===== config.mk =====
export PLATFORM = sky130hd
export DESIGN_NAME = fault_protection_supervisor
export DESIGN_NICKNAME = d
export VERILOG_FILES = /design/src/fault_supervisor_pkg.sv /design/src/supervisor_reg_bank.sv /design/src/fault_protection_supervisor.sv
export SDC_FILE = /design/constraint.sdc
export NUM_CORES = 1
export LEC_CHECK = 0
export BUFFER_PORTS_ARGS = -buffer_cell sky130_fd_sc_hd__buf_2
export CAP_MARGIN = 20
export CORE_AREA = 2 2 166 209
export DETAILED_ROUTE_END_ITERATION = 8
export DIE_AREA = 0 0 168 211
export GPL_ROUTABILITY_DRIVEN = 0
export PLACE_DENSITY = 0.69
export SLEW_MARGIN = 20
export SYNTH_ARGS = -nofsm -noshare
export SYNTH_HDL_FRONTEND = slang
export SYNTH_SLANG_ARGS = --single-unit

===== constraint.sdc =====
create_clock -name clk -period 9.9 [get_ports clk]
set_input_delay 2.475 -clock clk [delete_from_list [all_inputs] [get_ports clk]]
set_output_delay 2.475 -clock clk [all_outputs]
set_load 0.01 [all_outputs]

===== src/fault_supervisor_pkg.sv =====
// Shared constants and types for the fault protection supervisor
package fault_supervisor_pkg;

    // ============================================================
    // Clock and timing
    localparam int unsigned CLK_PERIOD_NS = 20;
    localparam int unsigned NS_PER_US     = 1000;
    localparam int unsigned CYCLES_PER_US = NS_PER_US / CLK_PERIOD_NS;
    localparam logic [3:0]  RESTART_RISE_MULT = 4'h7;
    localparam logic [1:0]  OC_SHUT_COUNT     = 2'h3;

    // ============================================================
    // Junction temperature thresholds, degrees C
    localparam logic [7:0] JUNC_SHUT_C   = 8'ha0;
    localparam logic [7:0] JUNC_RESUME_C = 8'h8c;

    // ============================================================
    // Register word addresses
    localparam logic [7:0] ADDR_MODE                    = 8'h00;
    localparam logic [7:0] ADDR_OC_RESPONSE             = 8'h01;
    localparam logic [7:0] ADDR_VENDOR_WINDOW_LIMIT_CMD = 8'h02;
    localparam logic [7:0] ADDR_VIN_LIMITS              = 8'h03;
    localparam logic [7:0] ADDR_OT_LIMITS               = 8'h04;
    localparam logic [7:0] ADDR_RISE_TIME               = 8'h05;
    localparam logic [7:0] ADDR_STATUS                  = 8'h06;

    // ============================================================
    // Field positions
    localparam int unsigned LIM_LOW_POS  = 0;
    localparam int unsigned LIM_HIGH_POS = 8;
    localparam int unsigned LIM_UV_POS   = 16;
    localparam int unsigned LIM_OV_POS   = 24;
    localparam int unsigned PAIR_LO_POS  = 0;
    localparam int unsigned PAIR_HI_POS  = 8;

    // ============================================================
    // Reset values
    localparam logic [1:0]  RST_SLAVE      = 2'h0;
    localparam logic [1:0]  RST_LATCH      = 2'h0;
    localparam logic [31:0] RST_LIMITS     = 32'he6_a0_d2_b8;
    localparam logic [15:0] RST_VIN        = 16'h50_60;
    localparam logic [15:0] RST_OT         = 16'h64_7d;
    localparam logic [15:0] RST_RISE_US    = 16'h0bb8;

    // ============================================================
    // Channel states
    typedef enum logic [3:0] {
        ST_OFF, ST_SOFT, ST_RUN, ST_WAIT, ST_LATCH,
        ST_OVDIS, ST_OT, ST_JOT, ST_UVLO, ST_EXTW
    } chan_state_t;

endpackage : fault_supervisor_pkg


===== src/supervisor_reg_bank.sv =====
// Register bank of the fault protection supervisor
`timescale 1ns/1ps
`default_nettype none
module supervisor_reg_bank
    import fault_supervisor_pkg::*;
(
    input  wire logic        clk,
    input  wire logic        rst_b,
    input  wire logic        ce,
    input  wire logic [7:0]  reg_addr,
    input  wire logic [31:0] reg_wdata,
    input  wire logic        reg_wr,
    input  wire logic        reg_rd,
    input  wire logic [31:0] status_word,
    output logic      [31:0] reg_rdata,
    output logic      [1:0]  chan_slave,
    output logic      [1:0]  latch_resp,
    output logic      [31:0] limits,
    output logic      [15:0] vin_limits,
    output logic      [15:0] ot_limits,
    output logic      [15:0] rise_time_us
);

    typedef struct packed {
        logic [31:0] rdata;
        logic [1:0]  slave;
        logic [1:0]  latch;
        logic [31:0] limits;
        logic [15:0] vin;
        logic [15:0] ot;
        logic [15:0] rise;
    } bank_t;

    bank_t q;
    bank_t next_q;

    // ============================================================
    // Write and read decode
    always_comb begin
        next_q       = q;
        next_q.rdata = 32'h0;
        if (reg_wr) begin
            if (reg_addr == ADDR_MODE) begin
                next_q.slave = reg_wdata[1:0];
            end else if (reg_addr == ADDR_OC_RESPONSE) begin
                next_q.latch[0] = reg_wdata[0];
                if (!q.slave[1]) begin
                    next_q.latch[1] = reg_wdata[1];
                end
            end else if (reg_addr == ADDR_VENDOR_WINDOW_LIMIT_CMD) begin
                next_q.limits = reg_wdata;
            end else if (reg_addr == ADDR_VIN_LIMITS) begin
                next_q.vin = reg_wdata[15:0];
            end else if (reg_addr == ADDR_OT_LIMITS) begin
                next_q.ot = reg_wdata[15:0];
            end else if (reg_addr == ADDR_RISE_TIME) begin
                next_q.rise = reg_wdata[15:0];
            end
        end
        if (reg_rd) begin
            if (reg_addr == ADDR_MODE) begin
                next_q.rdata = {30'h0, q.slave};
            end else if (reg_addr == ADDR_OC_RESPONSE) begin
                next_q.rdata = {30'h0, latch_resp};
            end else if (reg_addr == ADDR_VENDOR_WINDOW_LIMIT_CMD) begin
                next_q.rdata = q.limits;
            end else if (reg_addr == ADDR_VIN_LIMITS) begin
                next_q.rdata = {16'h0, q.vin};
            end else if (reg_addr == ADDR_OT_LIMITS) begin
                next_q.rdata = {16'h0, q.ot};
            end else if (reg_addr == ADDR_RISE_TIME) begin
                next_q.rdata = {16'h0, q.rise};
            end else if (reg_addr == ADDR_STATUS) begin
                next_q.rdata = status_word;
            end
        end
    end

    always_ff @(posedge clk or negedge rst_b) begin
        if (!rst_b) begin
            q <= '{rdata: 32'h0, slave: RST_SLAVE, latch: RST_LATCH,
                   limits: RST_LIMITS, vin: RST_VIN, ot: RST_OT, rise: RST_RISE_US};
        end else if (ce) begin
            q <= next_q;
        end
    end

    // ============================================================
    // Outputs
    assign reg_rdata    = q.rdata;
    assign chan_slave   = q.slave;
    assign latch_resp   = {q.slave[1] ? q.latch[0] : q.latch[1], q.latch[0]};
    assign limits       = q.limits;
    assign vin_limits   = q.vin;
    assign ot_limits    = q.ot;
    assign rise_time_us = q.rise;

endmodule : supervisor_reg_bank
`default_nettype wire


===== src/fault_protection_supervisor.sv =====
// Fault supervision and power-good logic for two channels
//
// Contract
// - Power-good held low during soft-start
// - After soft-start, power-good follows window
// - Window and fault limits are programmable
// - Overcurrent truncates the current cycle
// - Three counted overcurrents shut channel down
// - Soft-start overcurrent only limits per cycle
// - Response: latch until run toggle, or restart
// - Slave channel two copies channel one response
// - Undervoltage shuts down like overcurrent
// - Overvoltage: high off, low on, fixed
// - After overvoltage, hard start in window
// - Only master feedback detects output faults
// - External overheat off, restart below hysteresis
// - Junction 160 stops, 140 soft-restarts
// - Input lockout with separate on/off thresholds
// - Faults except overvoltage and external pull drive channel fault line low
// - External fault pull shuts channel down
// - Shared line: restart after all release
// - Faults: high off, low only for overvoltage
// - Before soft-start only vin, OV, OT detect
// - Soft-start: no undervoltage; afterwards everything
// - Dual, two-phase and stacked modes supported
`timescale 1ns/1ps
`default_nettype none
module fault_protection_supervisor
    import fault_supervisor_pkg::*;
#(
    parameter int unsigned CYCLES_PER_US_P = CYCLES_PER_US
)
(
    input  wire logic            clk,
    input  wire logic            rst_b,
    input  wire logic            ce,
    input  wire logic [7:0]      reg_addr,
    input  wire logic [31:0]     reg_wdata,
    input  wire logic            reg_wr,
    input  wire logic            reg_rd,
    output logic      [31:0]     reg_rdata,
    input  wire logic [1:0]      channel_run_input,
    input  wire logic [1:0][7:0] feedback_sense_pin,
    input  wire logic [1:0][7:0] external_temp_sense_pin,
    input  wire logic [7:0]      junction_temp,
    input  wire logic [7:0]      vin_level,
    input  wire logic [1:0]      oc_event,
    input  wire logic [1:0]      cycle_end,
    input  wire logic [1:0]      soft_start_done,
    input  wire logic [1:0]      shared_fault_line_in,
    output logic      [1:0]      shared_fault_line_out,
    output logic      [1:0]      shared_fault_line_oe_b,
    input  wire logic [1:0]      power_good_in,
    output logic      [1:0]      power_good_out,
    output logic      [1:0]      power_good_oe_b,
    output logic      [1:0]      high_side_en,
    output logic      [1:0]      low_side_en,
    output logic      [1:0]      pwm_tristate,
    output logic      [1:0]      cycle_truncate,
    output logic      [1:0]      soft_start_go,
    output logic      [1:0]      hard_start_go,
    output logic                 junction_overheat_fault
);

    // ============================================================
    // Helpers
    function automatic logic in_window(input logic [7:0] v, input logic [7:0] lo, input logic [7:0] hi);
        in_window = (v >= lo) && (v <= hi);
    endfunction : in_window

    function automatic logic [31:0] restart_cycles(input logic [15:0] rise_us);
        restart_cycles = 32'(RESTART_RISE_MULT) * 32'(rise_us) * 32'(CYCLES_PER_US_P);
    endfunction : restart_cycles

    // ============================================================
    // State
    typedef struct packed {
        chan_state_t [1:0]       st;
        logic        [1:0][1:0]  oc_cnt;
        logic        [1:0]       oc_pend;
        logic        [1:0][31:0] dly;
        logic        [1:0]       ss_go;
        logic        [1:0]       hard_go;
        logic                    vin_armed;
        logic                    jot;
    } sup_t;

    sup_t q;
    sup_t next_q;

    logic [1:0]  chan_slave;
    logic [1:0]  latch_resp;
    logic [31:0] limits;
    logic [15:0] vin_limits;
    logic [15:0] ot_limits;
    logic [15:0] rise_time_us;
    logic [31:0] status_word;

    logic [7:0] window_low_limit;
    logic [7:0] window_high_limit;
    logic [7:0] uv_limit;
    logic [7:0] ov_limit;

    // ============================================================
    // Register bank
    supervisor_reg_bank u_regs (
        .clk          (clk),
        .rst_b        (rst_b),
        .ce           (ce),
        .reg_addr     (reg_addr),
        .reg_wdata    (reg_wdata),
        .reg_wr       (reg_wr),
        .reg_rd       (reg_rd),
        .status_word  (status_word),
        .reg_rdata    (reg_rdata),
        .chan_slave   (chan_slave),
        .latch_resp   (latch_resp),
        .limits       (limits),
        .vin_limits   (vin_limits),
        .ot_limits    (ot_limits),
        .rise_time_us (rise_time_us)
    );

    assign window_low_limit  = limits[LIM_LOW_POS +: 8];
    assign window_high_limit = limits[LIM_HIGH_POS +: 8];
    assign uv_limit          = limits[LIM_UV_POS +: 8];
    assign ov_limit          = limits[LIM_OV_POS +: 8];

    // ============================================================
    // Per-channel sensing
    logic [1:0] own_uv;
    logic [1:0] own_ov;
    logic [1:0] own_win;
    logic [1:0] uv_eff;
    logic [1:0] ov_eff;
    logic [1:0] win_eff;
    logic [1:0] self_drive;
    logic [1:0] ext_pull;
    logic [1:0] ot_hot;
    logic [1:0] ot_cool;
    logic [1:0] oc_hit;
    logic       vin_fault;

    always_comb begin
        for (int i = 0; i < 2; i++) begin
            own_uv[i]  = feedback_sense_pin[i] < uv_limit;
            own_ov[i]  = feedback_sense_pin[i] > ov_limit;
            own_win[i] = in_window(feedback_sense_pin[i], window_low_limit, window_high_limit);
            ot_hot[i]  = external_temp_sense_pin[i] > ot_limits[PAIR_LO_POS +: 8];
            ot_cool[i] = external_temp_sense_pin[i] < ot_limits[PAIR_HI_POS +: 8];
            oc_hit[i]  = oc_event[i] || q.oc_pend[i];
            self_drive[i] = (q.st[i] == ST_LATCH) || (q.st[i] == ST_OT) || (q.st[i] == ST_JOT)
                            || (q.st[i] == ST_UVLO) || ((q.st[i] == ST_WAIT) && (q.dly[i] != 32'h0));
            ext_pull[i] = !shared_fault_line_in[i] && !self_drive[i];
        end
        uv_eff[0]  = chan_slave[0] ? 1'b0 : own_uv[0];
        ov_eff[0]  = chan_slave[0] ? 1'b0 : own_ov[0];
        win_eff[0] = own_win[0];
        uv_eff[1]  = chan_slave[1] ? (!chan_slave[0] && own_uv[0]) : own_uv[1];
        ov_eff[1]  = chan_slave[1] ? (!chan_slave[0] && own_ov[0]) : own_ov[1];
        win_eff[1] = chan_slave[1] ? own_win[0] : own_win[1];
    end

    // Fall below off after passing on
    assign vin_fault = q.vin_armed && (vin_level < vin_limits[PAIR_HI_POS +: 8]);

    // ============================================================
    // Channel sequencing
    always_comb begin
        next_q         = q;
        next_q.ss_go   = 2'h0;
        next_q.hard_go = 2'h0;
        if (vin_level >= vin_limits[PAIR_LO_POS +: 8]) begin
            next_q.vin_armed = 1'b1;
        end else if (vin_fault) begin
            next_q.vin_armed = 1'b0;
        end
        if (junction_temp >= JUNC_SHUT_C) begin
            next_q.jot = 1'b1;
        end else if (junction_temp <= JUNC_RESUME_C) begin
            next_q.jot = 1'b0;
        end
        for (int i = 0; i < 2; i++) begin
            if (oc_event[i]) begin
                next_q.oc_pend[i] = 1'b1;
            end
            if (cycle_end[i]) begin
                next_q.oc_pend[i] = 1'b0;
            end
            if (q.st[i] != ST_RUN) begin
                next_q.oc_cnt[i] = 2'h0;
            end
            case (q.st[i])
                ST_OFF: begin
                    if (vin_fault) begin
                        next_q.st[i] = ST_UVLO;
                    end else if (ov_eff[i]) begin
                        next_q.st[i] = ST_OVDIS;
                    end else if (ot_hot[i]) begin
                        next_q.st[i] = ST_OT;
                    end else if (channel_run_input[i] && q.vin_armed && !q.jot) begin
                        next_q.st[i]    = ST_SOFT;
                        next_q.ss_go[i] = 1'b1;
                    end
                end
                ST_SOFT, ST_RUN: begin
                    if (vin_fault) begin
                        next_q.st[i] = ST_UVLO;
                    end else if (ov_eff[i]) begin
                        next_q.st[i] = ST_OVDIS;
                    end else if (q.jot) begin
                        next_q.st[i] = ST_JOT;
                    end else if (ot_hot[i]) begin
                        next_q.st[i] = ST_OT;
                    end else if (ext_pull[i]) begin
                        next_q.st[i] = ST_EXTW;
                    end else if (q.st[i] == ST_SOFT) begin
                        if (soft_start_done[i]) begin
                            next_q.st[i] = ST_RUN;
                        end
                    end else if (uv_eff[i] || (cycle_end[i] && oc_hit[i] && q.oc_cnt[i] == OC_SHUT_COUNT - 2'h1)) begin
                        if (latch_resp[i]) begin
                            next_q.st[i] = ST_LATCH;
                        end else begin
                            next_q.st[i]  = ST_WAIT;
                            next_q.dly[i] = restart_cycles(rise_time_us);
                        end
                    end else if (cycle_end[i]) begin
                        next_q.oc_cnt[i] = oc_hit[i] ? q.oc_cnt[i] + 2'h1 : 2'h0;
                    end
                end
                ST_WAIT: begin
                    if (q.dly[i] != 32'h0) begin
                        next_q.dly[i] = q.dly[i] - 32'h1;
                    end else if (shared_fault_line_in[i] && !uv_eff[i] && q.vin_armed) begin
                        next_q.st[i]    = ST_SOFT;
                        next_q.ss_go[i] = 1'b1;
                    end
                end
                ST_OVDIS: begin
                    if (win_eff[i] && !ov_eff[i]) begin
                        next_q.st[i]      = ST_RUN;
                        next_q.hard_go[i] = 1'b1;
                    end
                end
                ST_OT, ST_JOT, ST_UVLO, ST_EXTW: begin
                    if ((q.st[i] == ST_OT && ot_cool[i]) || (q.st[i] == ST_JOT && !q.jot)
                        || (q.st[i] == ST_UVLO && q.vin_armed)
                        || (q.st[i] == ST_EXTW && shared_fault_line_in[i])) begin
                        next_q.st[i]    = ST_SOFT;
                        next_q.ss_go[i] = 1'b1;
                    end
                end
                default: begin
                    next_q.st[i] = q.st[i];
                end
            endcase
            if (!channel_run_input[i]) begin
                next_q.st[i]    = ST_OFF;
                next_q.ss_go[i] = 1'b0;
            end
        end
    end

    always_ff @(posedge clk or negedge rst_b) begin
        if (!rst_b) begin
            q <= '{st: '{ST_OFF, ST_OFF}, oc_cnt: 4'h0, oc_pend: 2'h0, dly: 64'h0,
                   ss_go: 2'h0, hard_go: 2'h0, vin_armed: 1'b0, jot: 1'b0};
        end else if (ce) begin
            q <= next_q;
        end
    end

    // ============================================================
    // Outputs
    always_comb begin
        for (int i = 0; i < 2; i++) begin
            high_side_en[i] = (q.st[i] == ST_SOFT) || (q.st[i] == ST_RUN);
            low_side_en[i]  = high_side_en[i] || (q.st[i] == ST_OVDIS);
            pwm_tristate[i] = !low_side_en[i];
            cycle_truncate[i] = high_side_en[i] && oc_event[i];
            // Released only when running in window
            power_good_oe_b[i] = (q.st[i] == ST_RUN) && win_eff[i];
            shared_fault_line_oe_b[i] = !self_drive[i];
        end
    end

    assign power_good_out          = 2'h0;
    assign shared_fault_line_out   = 2'h0;
    assign soft_start_go           = q.ss_go;
    assign hard_start_go           = q.hard_go;
    assign junction_overheat_fault = q.jot;
    assign status_word = {14'h0, power_good_in, shared_fault_line_in, q.vin_armed, q.jot,
                          q.oc_cnt[1], q.oc_cnt[0], 4'(q.st[1]), 4'(q.st[0])};

    // ============================================================
    // Assertions
    for (genvar g = 0; g < 2; g++) begin : g_chk
        a_pg_soft_low: assert property (@(posedge clk) disable iff (!rst_b)
            q.st[g] == ST_SOFT |-> !power_good_oe_b[g]) else $error("power good released in soft-start");
        a_pg_window: assert property (@(posedge clk) disable iff (!rst_b)
            (q.st[g] == ST_RUN && !win_eff[g]) |-> !power_good_oe_b[g]) else $error("power good outside window");
        a_oc_third_shut: assert property (@(posedge clk) disable iff (!rst_b)
            (ce && channel_run_input[g] && q.st[g] == ST_RUN && cycle_end[g] && oc_hit[g] && q.oc_cnt[g] == 2'h2)
            |=> q.st[g] != ST_RUN) else $error("third overcurrent did not shut down");
        a_soft_no_count: assert property (@(posedge clk) disable iff (!rst_b)
            q.st[g] == ST_SOFT |-> q.oc_cnt[g] == 2'h0) else $error("overcurrent counted in soft-start");
        a_ov_discharge: assert property (@(posedge clk) disable iff (!rst_b)
            q.st[g] == ST_OVDIS |-> (low_side_en[g] && !high_side_en[g] && !pwm_tristate[g]))
            else $error("overvoltage drive wrong");
        a_ov_hard_start: assert property (@(posedge clk) disable iff (!rst_b)
            ($past(q.st[g]) == ST_OVDIS && q.st[g] == ST_RUN) |-> hard_start_go[g] && !soft_start_go[g])
            else $error("no hard start after overvoltage");
        a_latch_pulls: assert property (@(posedge clk) disable iff (!rst_b)
            q.st[g] == ST_LATCH |-> !shared_fault_line_oe_b[g] && pwm_tristate[g])
            else $error("latched fault not on fault line");
        a_ext_shut: assert property (@(posedge clk) disable iff (!rst_b)
            (ce && channel_run_input[g] && q.st[g] == ST_RUN && ext_pull[g] && !vin_fault && !ov_eff[g]
             && !q.jot && !ot_hot[g]) |=> q.st[g] == ST_EXTW ##0 !high_side_en[g])
            else $error("external pull ignored");
        c_hiccup: cover property (@(posedge clk) disable iff (!rst_b) q.st[g] == ST_WAIT ##1 q.st[g] == ST_SOFT);
        c_ov_cycle: cover property (@(posedge clk) disable iff (!rst_b) q.st[g] == ST_OVDIS ##1 q.st[g] == ST_RUN);
        c_latch: cover property (@(posedge clk) disable iff (!rst_b) q.st[g] == ST_LATCH);
    end

endmodule : fault_protection_supervisor
`default_nettype wire


# After elaboration in Yosys (flattened, before gate mapping)
# Cells that the tools add are included.
# classes
add_sub_neg	4
mul	2
n_lt_le_gt_ge	16
eq_ne	62
muxes	124
n_bitwise	6
n_reduce_logical	99
# op_table
op	n
32-bit two-way mux	25
4-bit two-way mux	34
32-bit case mux with 2 select lines	2
32-bit nonzero test	2
32-bit by 1-bit subtractor with 32-bit output, second input constant	2
2-bit two-way mux	22
8-bit less-than comparator	5
4-bit case mux with 5 select lines	2
9-bit != test, second input constant	4
1-bit logical AND	35
1-bit two-way mux	34
4-bit by 3-bit equality test with 1-bit output, second input constant	8
8-bit > comparator	4
2-bit != test, second input constant	16
8-bit by 3-bit equality test with 1-bit output, second input constant	3
8-bit greater-or-equal comparator	3
19-bit by 5-bit multiplier with 24-bit output, second input constant	1
1-bit logical OR	22
11-bit AND reduction	2
3-bit by 16-bit multiplier with 19-bit output, first input constant	1
18-bit two-way mux	1
3-bit != test, second input constant	6
9-bit AND reduction	2
4-bit by 2-bit equality test with 1-bit output, second input constant	4
other kinds (30)	73
# word_totals
ff_bits	200
inputBits	105
out_inout_bits	53
elab_cells	333

# Depth between registers and ports, before layout
# Gate-level depths: netlist (run 1).
# logic_depth
word_depth	14
ltp_mapped	26
ltp_nobuf	26

# By module
# Synthesis (run 1) repeated with hierarchy kept, for this count alone.
# hier_totals
cells_unflattened	2026
hier_area_um2	17715.7
# by_module_without_submodules
module	instances	cells_each	area_each_um2	seq_area_each_um2
fault_protection_supervisor	1	1456	11448.5	2102.0
supervisor_reg_bank	1	570	6267.3	2946.6

# Least setup slack after synthesis (run 1)
# Ideal clock, no wire load.
# synth_path
kind	input to output
from	input feedback_sense_pin[8] (netlist bit)
to	output power_good_oe_b[1]
arrival_time_ns	3.731
required_ns	7.425
setup_slack_ns	3.694
cell_stages	9
path_buffers	0
cell_sequence	inv_1 ha_1 nor2b_1 o21ai_0 a31oi_1 o21ai_0 a21oi_1 o31a_1 nor2_1
# synth_via
elab_chain_cells	4
elab_cells_between_ends	5
classes_between	order compare: 2; mux: 1; reduce/logical: 2
# synth_rtl
element	line_no	rtl
from (decl)	fault_protection_supervisor.sv:43	input wire logic [1:0][7:0] feedback_sense_pin,
8-bit greater-or-equal comparator or 8-bit <= comparator (tied branches)	fault_protection_supervisor.sv:68	in_window = (v >= lo) && (v <= hi);
1-bit logical AND (*)	fault_protection_supervisor.sv:68	
1-bit two-way mux (*)	fault_protection_supervisor.sv:161	win_eff[1] = chan_slave[1] ? own_win[0] : own_win[1];
1-bit logical AND (*)	fault_protection_supervisor.sv:283	power_good_oe_b[i] = (q.st[i] == ST_RUN) && win_eff[i];
to (decl)	fault_protection_supervisor.sv:55	output logic [1:0] power_good_oe_b,
# Every way passes the cells marked *; elsewhere a longest branch is shown, timed or not.

# Worst setup path in the final report (run 1)
# Same ends and word-level chain as after synthesis.

==> results of run 1 <==
cell usage after synthesis, drive strengths merged (6+ instances only):
cell type,number
o21ai,195
dfstp,35
o31ai,15
xor2,11
or3,13
a21oi,151
a21o,20
dfrtp,165
o32ai,6
inv,181
nand2b,22
and3,10
a211o,6
nor2b,36
a22o,6
a31oi,14
clkbuf,54
mux2i,17
nor4,22
nand2,162
nand3,31
nand4,23
a211oi,8
ha,188
xnor2,35
or2,6
a22oi,24
nor3,42
nor2,104
mux2,71
a32oi,9
o211ai,12
or4,14
a32o,9
fa,30
o22ai,21
buf,57
and2,14
layout by cell type, fill, tap and decap left out, types with 40 or more instances in the layout:
master   count
nor2_1     104
buf_2      152
mux2_2      71
nor3_1      40
inv_1      181
dfrtp_1    165
o21ai_0    175
a21oi_1    149
ha_1       188
nand2_1    161
metal layers:
layer | GRT usage (%) | vias up | share of wire [%]
li1 | - | 6907 | -
met1 | 32.2 | 6949 | 40
met2 | 49.4 | 491 | 50
met3 | 3.37 | 136 | 4.3
met4 | 16.6 | 0 | 6.3
met5 | 0 | - | 0
registers in the layout, summed over array words and instances, names as in the netlist:
signal                   count
hard_start_go                2
junction_overheat_fault      1
q                           79
soft_start_go                2
u_regs.chan_slave            2
u_regs.latch_resp            1
u_regs.limits               32
u_regs.ot_limits            16
u_regs.q                     1
u_regs.reg_rdata            32
u_regs.rise_time_us         16
u_regs.vin_limits           16
worst paths after layout:
check                           depth (start not counted)                    from                    to
worst max-delay path                                   11   feedback_sense_pin[8]    power_good_oe_b[1]
worst min-delay path                                    1                   q[68]                 q[68]
worst max register to register                         26  u_regs.rise_time_us[0]                 q[62]
worst min register to register                          1                   q[68]                 q[68]
max in group asynchronous                               2                   rst_b                 q[34]
min in group asynchronous                               1                   rst_b  u_regs.reg_rdata[12]
stage by stage:
stage | total power, mW | std cells | util, % | worst slack (ps) | area (um2)
global placement | 2.34 | 2382 | 52.2 | 3210 | 17400
CTS | 3.12 | 2414 | 54.0 | 3200 | 18000
floorplan | 1.97 | 1904 | - | 3690 | 16600
finish | 3.11 | 2415 | 54.1 | 3160 | 18000
global route | 3.32 | 2414 | 54.0 | 2850 | 18000
detailed placement | 2.38 | 2382 | 52.2 | 3220 | 17400
report_power, final:
| part | leakage, nW | switching (mW) | internal (mW) |
|---|---|---|---|
| combinational | 5.58 | 0.797 | 0.503 |
| clock | 0.300 | 0.346 | 0.387 |
| sequential | 2.53 | 0.157 | 0.924 |
final cells by class:
cell class | instances | area share, %
clock inverter | 13 | 0.980
clock buffer | 19 | 2.40
inverter | 181 | 3.77
tap | 423 | 2.94
multi-input combinational | 1412 | 57.0
timing repair buffer | 166 | 4.86
antenna | 1 | 0.0139
sequential | 200 | 28.0
critical path: stages:
cell and delay, ps:
buf_2 90, inv_1 70, ha_1 310, nor2b_1 50, o21ai_0 240, a31oi_1 120, o21ai_0 170, a21oi_1 90
o31a_1 340, nor2_1 150, buf_2 160
cells by family (layout without fill, tap and decap cells):
kind of cell	Yosys count	count (layout)	synth area share, %
and+or+nand+nor	518	518	15.6
xor gates and xnor gates	46	46	2.43
adders and majority gates	218	218	17.8
DFF	200	200	30.4
other	1	5	0.0226
muxes	89	89	5.98
AOI/OAI and AO/OA	537	537	19.8
buffers and inverters	292	379	7.90
==> flow_summary.toml, run 1 <==
[detailed_routing]
dr_total_vias = 14500
wl_per_cell_um = 20.0
drc = 0
vias_per_cell = 6.00
drt_iter0_drc = 1058
drtAntennaViolNets = 0
wirelength_um = 48400
drt_first_pass_iters = 6

[synth]
async_flop_share_pct = 100
synthTopCellsByArea = "dfrtp_1 (25%), ha_1 (14%), dfstp_2 (5.5%)"
yosysUniqueCellTypes = 88
synth-main-ff-cell = "dfrtp_1"
synth_top_area_share_pct = 24.9
ys_seq_area_share_pct = 30.4
yosys_register_bits = 200
yosys_warnings = 0
synth_cells = 1901
synth_top_area_cell = "dfrtp_1"
synth_edf_count = 0
syn-cell-area_mm2 = 0.0166
syn_avg_cell_area_um2 = 8.73

[clocking]
insertion_delay_ps = 470
clkSinkCount = 200
ctsResizeCount = 0
cts_root_buf = "clkbuf_16"
cts_max_path_buffers = 2
hold_buffers = 0
post-cts-setup-buffer-count = 0
cts_tree = "built"
htree_levels = 4
clkTransAtPathRegs_ps = 80
numCtsBuffers = 17

[power]
p_per_area_mw_per_mm2 = 173
irDropWorstVdd_mv = 0.0988
leakage_nw = 8.40

[floorplan]
fp.coreArea_mm2 = 0.0333
start_util_pct = 49.8
die_h_um = 211
die-area_mm2 = 0.0354
num_io_pins = 158
num_rows = 75
die_x_um = 168

[global_routing]
antenna_found_initial = 1
grt_pass1_wl_um = 77000
grt_use_total_pct = 27.8
grt_max_degree = 81
overflow = 0
grt_pass1_vias = 14600

[worst_setup_path]
worstPathArrival_ps = 4270
critPathLaunchType = "primary input"
reg2reg_setup_slack_ps = 3230
crit_type = "primary input to output pin"
crit_fanout = 3
worst_setup_path_end_kind = "output pin"
required_ps = 7430

[flow_run]
maxCapViolations = 0

[timing]
finalHoldViolations = 0
worstMarginPinSlew_ps = 1030
slew_viol_final = 0
max_freq_mhz = 148
setup_viol = 0
tns_ps = 0
timing.final.crit_share_pct = 68.1
whs_ps = 500
rsz0062_at_grt = "false"
relSlewSlack_pct = 31.4
period_needed_ps = 6740
skew_ps = 15.3

[min_path]
hp-class = "register to register"

[finish]
finalNetCount = 2301
syn_to_final_growth_pct = 8.52
n_fill_cell = 3043
drive_gt1_share_pct = 16.7
register_area_mm2 = 0.00505
multi_input_area_mm2 = 0.0103

[placed_design]
hpwlAfterDp_um = 37800
port_buffers = 153

[status]
status = "completed"
Note: power is estimated with default switching activity, not from simulation.
==> run 2: changes to the inputs <==
- PLACE_DENSITY: 0.69 -> 0.71
- clock period: 9.9 -> 6.1 ns (I/O delays scaled with it)
==> run 2 against run 1 <==
Net effect: total power up 64%; global-route usage down 0.063 points; via count up 1.8%; final cell count up 0.99%; critical path depth up 14; sequential share of layout area down 0.43 points; sequential power up 63%; combinational power up 71%; non-clock buffer count up 23; utilization up 0.86 points; sequential cell count unchanged; critical path type is now register to register.
==> flow_summary.toml, run 2 (synthesized netlist as in run 1, its figures left out) <==
[detailed_routing]
dr_total_vias = 14700
wirelength_um = 48200
vias_per_cell = 6.05
drt_iter0_drc = 1345
drc = 0
drt_first_pass_iters = 6
drtAntennaViolNets = 0
wl_per_cell_um = 19.8

[min_path]
hp-class = "register to register"

[global_routing]
grt_pass1_wl_um = 77300
grt_use_total_pct = 27.8
antenna_found_initial = 1
overflow = 0
grt_pass1_vias = 14700
grt_max_degree = 118

[placed_design]
port_buffers = 153
dp_cells = 2392
post-place-ws_ps = -93.0
hpwlAfterDp_um = 37200

[finish]
layout_common_cells = "ha_1 (183), inv_1 (181), o21ai_0 (173), dfrtp_1 (163), nand2_1 (161)"
layoutNonFillerInstCount = 2439
fin_util_pct = 54.9
n_fill_cell = 3050
multi_input_area_mm2 = 0.0104
syn_to_final_growth_pct = 10.3
register_area_mm2 = 0.00505
largest-register = "q"
final_common_cell = "ha_1"
drive_gt1_share_pct = 18.9
finalNetCount = 2324
largest_reg_flops = 79

[timing]
slew_viol_final = 0
worst_slack_ps = 58.6
finalHoldViolations = 0
timing.final.crit_share_pct = 99.0
setup_viol = 0
skew_ps = 11.8
max_freq_mhz = 166
period_needed_ps = 6040
worstMarginPinSlew_ps = 1090
relSlewSlack_pct = 25.2
rsz0062_at_grt = "true"

[clocking]
cts_root_buf = "clkbuf_16"
numCtsBuffers = 17
cts_max_path_buffers = 2
cts_tree = "built"
clkTransAtPathRegs_ps = 80
htree_levels = 4
insertion_delay_ps = 470
clkSinkCount = 200

[floorplan]
num_rows = 75
fp.coreArea_mm2 = 0.0333
die_h_um = 211
start_util_pct = 49.8
die-area_mm2 = 0.0354
num_io_pins = 158
die_x_um = 168

[worst_setup_path]
required_ps = 6460
worstPathArrival_ps = 6400
worst_setup_path_end_kind = "register"
crit_type = "register to register"
cp_common_cell = "inv_1"
critPathMaxStageDelay_ps = 560
critPathSlowestCell = "fa_1"
crit_fanout = 5
critPathLaunchType = "register"

[power]
irDropWorstVdd_mv = 0.231
leakage_nw = 8.52
p_per_area_mw_per_mm2 = 279

[flow_run]
maxCapViolations = 0

[status]
status = "completed"
[run 2: cell types whose count changed in the layout (fill, tap and decap cells not counted), sizes merged]
cell / change
clkinvlp: +4
bufinv: -2
diode: +1
clkinv: +1
clkbuf: +3
buf: +23
inv: -6
[run 2: worst max-delay path, delay by kind of cell, from the launching register on]
kind                       cells  cell delay (ps)
buffers and inverters          4              330
AOI/OAI and AO/OA              8             1420
and+or+nand+nor                4              910
DFF                            1              460
adders and majority gates      7             2360
xor gates and xnor gates       2              450
[run 2: area by class of cell]
cell class	count	area share (%)
sequential	200	27.6
tap	423	2.89
multi-input combinational	1412	56.9
inverter	181	3.71
timing repair buffer	189	5.78
antenna	2	0.0274
clock buffer	22	2.59
clock inverter	10	0.492
[run 2: routing by layer]
| layer | part of all wire (%) | routed length (um) | vias to the layer above | track usage, % |
|---|---|---|---|---|
| met5 | 0 | 0 | - | 0 |
| met4 | 6.7 | 3230 | 0 | 17.4 |
| met3 | 5.0 | 2420 | 146 | 3.80 |
| met2 | 49 | 23700 | 527 | 48.2 |
| met1 | 39 | 18900 | 7133 | 32.4 |
| li1 | - | - | 6943 | - |
[run 2: path summary, 6_finish.rpt]
path	start	endpoint	slack [ps]	cells after the start
worst max register to register	u_regs.rise_time_us[1]	q[27]	60	25
max in group asynchronous	rst_b	q[66]	3870	2
worst min register to register	q[68]	q[68]	490	1
worst max-delay path	u_regs.rise_time_us[1]	q[27]	60	25
min in group asynchronous	rst_b	u_regs.reg_rdata[8]	1180	1
worst min-delay path	q[68]	q[68]	490	1
[run 2: repair_timing]
item                                    CTS  global route
cloned                                    0             0
endpoints found under the setup margin    4            12
pin swaps                                 0            15
setup buffers                             1            12
endpoints found under the hold margin     0             0
hold buffers                              0             0
resized for setup                         2            26
[run 2: metrics by stage]
step                      cell area, um2  hold slack, ps  setup TNS (ps)  power (mW)
final                              18300             491               0        5.11
after global routing               18300             505            -853        5.44
after CTS                          18100             491               0        5.02
after detailed placement           17500             478            -170        3.88
after global placement             17500             468           -25.4        3.81
after floorplan                    16600             442               0        3.20
[run 2: report_power, final]
part | internal, mW | switching (mW)
Clock | 0.565 | 0.561
Sequential | 1.50 | 0.259
Combinational | 0.898 | 1.33
==> run 3: changes to the inputs <==
- ABC_AREA: unset -> 1
- CORE_AREA: 2 2 166 209 -> 2 2 171 215
- DIE_AREA: 0 0 168 211 -> 0 0 173 217
==> run 3 against run 2 <==
Net effect: area after synthesis rose by 6.2%; clock-buffer cell count fell by 4; combinational power rose by 5%; sequential share of layout area fell by 1.3 points; via count rose by 15%; largest cell class unchanged.
==> flow_summary.toml, run 3 <==
[finish]
n_fill_cell = 3562
layoutNonFillerInstCount = 3073
largest_reg_flops = 79
drive_gt1_share_pct = 11.0
finalNetCount = 2903
final_common_cell = "nand2_1"
antenna_cells = 0
syn_to_final_growth_pct = 8.89
largest-register = "q"
layout_common_cells = "nand2_1 (636), inv_1 (352), nor2_1 (236), ha_1 (188), o21ai_0 (186)"

[synth]
yosys_register_bits = 200
syn-cell-area_mm2 = 0.0176
async_flop_share_pct = 100
synth_top_area_cell = "dfrtp_1"
yosys_warnings = 0
syn_avg_cell_area_um2 = 7.07
yosysMostFrequentCell = "nand2_1"
synth_top_area_share_pct = 23.4
synth-main-ff-cell = "dfrtp_1"
synthTopCellsByArea = "dfrtp_1 (23%), nand2_1 (14%), ha_1 (13%)"
ys_seq_area_share_pct = 28.7
synth_edf_count = 0
yosysUniqueCellTypes = 55
synth_cells = 2491
netlist_top_cells_count = "nand2_1 (637), inv_1 (352), nor2_1 (236)"

[min_path]
min_to = "u_regs.reg_rdata[0]"
hp-class = "register to register"
holdPathStages = 1
hp-start = "u_regs.reg_rdata[0]"

[power]
pwr-share-comb_pct = 43.9
irDropWorstVdd_mv = 0.206
p_clk_share_pct = 22.9
intPower_mw = 2.88
p_per_area_mw_per_mm2 = 276
leakage_nw = 10.4
switchingPower_mw = 2.41
swShare_pct = 45.5
seqPwrFrac_pct = 33.1

[timing]
rsz0062_at_grt = "false"
tns_ps = 0
setup_viol = 0
timing.final.crit_share_pct = 93.8
period_needed_ps = 5720
slew_viol_final = 0
max_freq_mhz = 175
worstMarginPinSlew_ps = 1050
finalHoldViolations = 0
skew_ps = 10.8
relSlewSlack_pct = 29.6

[worst_setup_path]
worstPathArrival_ps = 6080
crit_fanout = 8
required_ps = 6450
critPathLaunchType = "register"
reg2reg_setup_slack_ps = 380
r2r-end = "q[61]"
reg2reg_from = "u_regs.rise_time_us[2]"
crit_type = "register to register"
worst_setup_path_end_kind = "register"
rr_worst_depth = 27

[detailed_routing]
drt_first_pass_iters = 6
dr_total_vias = 16900
wirelength_um = 52700
wl_per_cell_um = 17.2
drtAntennaViolNets = 0
drt_iter0_drc = 1186
drc = 0
vias_per_cell = 5.51

[clocking]
post-cts-setup-buffer-count = 0
clkTransAtPathRegs_ps = 80
htree_levels = 4
numCtsBuffers = 17
cts_max_path_buffers = 2
insertion_delay_ps = 460
cts_root_buf = "clkbuf_16"
cts_tree = "built"
clkSinkCount = 200

[flow_run]
maxCapViolations = 0

[global_routing]
grt_max_degree = 109
grt_use_total_pct = 28.1
overflow = 0
grt_pass1_wl_um = 84000
antenna_found_initial = 0
grt_pass1_vias = 16600

[floorplan]
num_io_pins = 158
fp.coreArea_mm2 = 0.0357
die-area_mm2 = 0.0375
start_util_pct = 49.3
die_x_um = 173
die_h_um = 217
num_rows = 78

[status]
status = "completed"

[placed_design]
dp_cells = 3041
port_buffers = 153
hpwlAfterDp_um = 41400
==> run 3: worst max-delay path by stage <==
stage / from / endpoint / slack (ps) / depth (start not counted)
5_1_grt: u_regs.rise_time_us[1] / q[30] / 4 / 25
3_3_place_gp: u_regs.rise_time_us[2] / q[61] / 350 / 27
6_report: u_regs.rise_time_us[2] / q[61] / 380 / 27
2_1_floorplan: u_regs.rise_time_us[0] / q[61] / 710 / 27
4_1_cts: u_regs.rise_time_us[2] / q[61] / 140 / 27
3_5_place_dp: u_regs.rise_time_us[2] / q[61] / 160 / 27
==> run 3: power groups by stage <==
stage                     clock network, mW  registers [mW]  logic [mW]
final                                  1.21            1.75        2.32
after global routing                   1.27            1.78        2.62
after CTS                              1.23            1.75        2.29
after detailed placement                  0            1.77        2.28
after global placement                    0            1.76        2.23
after floorplan                           0            1.71        1.70
==> run 3: timing repair <==
action	CTS	global route
endpoints found under the setup margin	0	16
hold buffers	0	0
resized for setup	0	5
==> run 3: kinds of logic (layout without fill, tap and decap cells) <==
family / count (synthesis) / after routing / share of synthesized area, %
xor+xnor: 67 / 67 / 3.33
other cells: 1 / 4 / 0.0213
fa+ha+maj: 218 / 218 / 16.8
simple gates: 1111 / 1111 / 26.4
compound gates: 435 / 435 / 13.8
flops: 200 / 200 / 28.7
buf+inv: 454 / 553 / 10.8
mux: 5 / 5 / 0.291
==> run 3: routing by layer <==
layer / share of wire, % / track usage (%) / vias to the layer above
met5: 0 / 0 / -
met4: 6.3 / 17.7 / 0
li1: - / - / 8241
met3: 5.9 / 3.86 / 176
met2: 49 / 49.3 / 682
met1: 39 / 32.5 / 7840
==> run 3: worst max-delay path, cell delays in order (launching register included) <==
cell     delay [ps]
dfrtp_2         490
fa_1            510
ha_1            160
inv_1            50
fa_1            400
o21ai_1         230
nand2_1          70
nand2_1         130
a21oi_1          90
o21ai_2         190
nand2_1         120
nand2_1         140
xor2_1          230
ha_1            280
ha_1            280
inv_1            50
fa_1            530
inv_1            40
ha_1            360
nand2_1         160
nor4_2          380
nand4_1         190
nand3_1         110
nand2_1          70
a21oi_1         130
nor2_1           70
nand2_1          90
nand2_1          40
==> run 3: layout make-up <==
type | count | area, um2 | share of cell area [%]
sequential | 200 | 5050 | 26.3
timing repair buffer | 166 | 885 | 4.61
tap | 480 | 601 | 3.13
clock inverter | 14 | 180 | 0.939
multi-input combinational | 1840 | 10700 | 55.8
inverter | 355 | 1330 | 6.95
clock buffer | 18 | 439 | 2.29
==> run 3: stage by stage <==
step	power (mW)	worst slack [ps]	instance area (um2)	hold slack, ps	util [%]
after global routing	5.67	3.95	19200	504	53.7
after detailed placement	4.05	155	18500	465	51.9
after floorplan	3.41	712	17600	448	-
after CTS	5.26	136	19200	489	53.7
final	5.29	376	19200	484	53.7
after global placement	3.99	350	18500	463	51.9
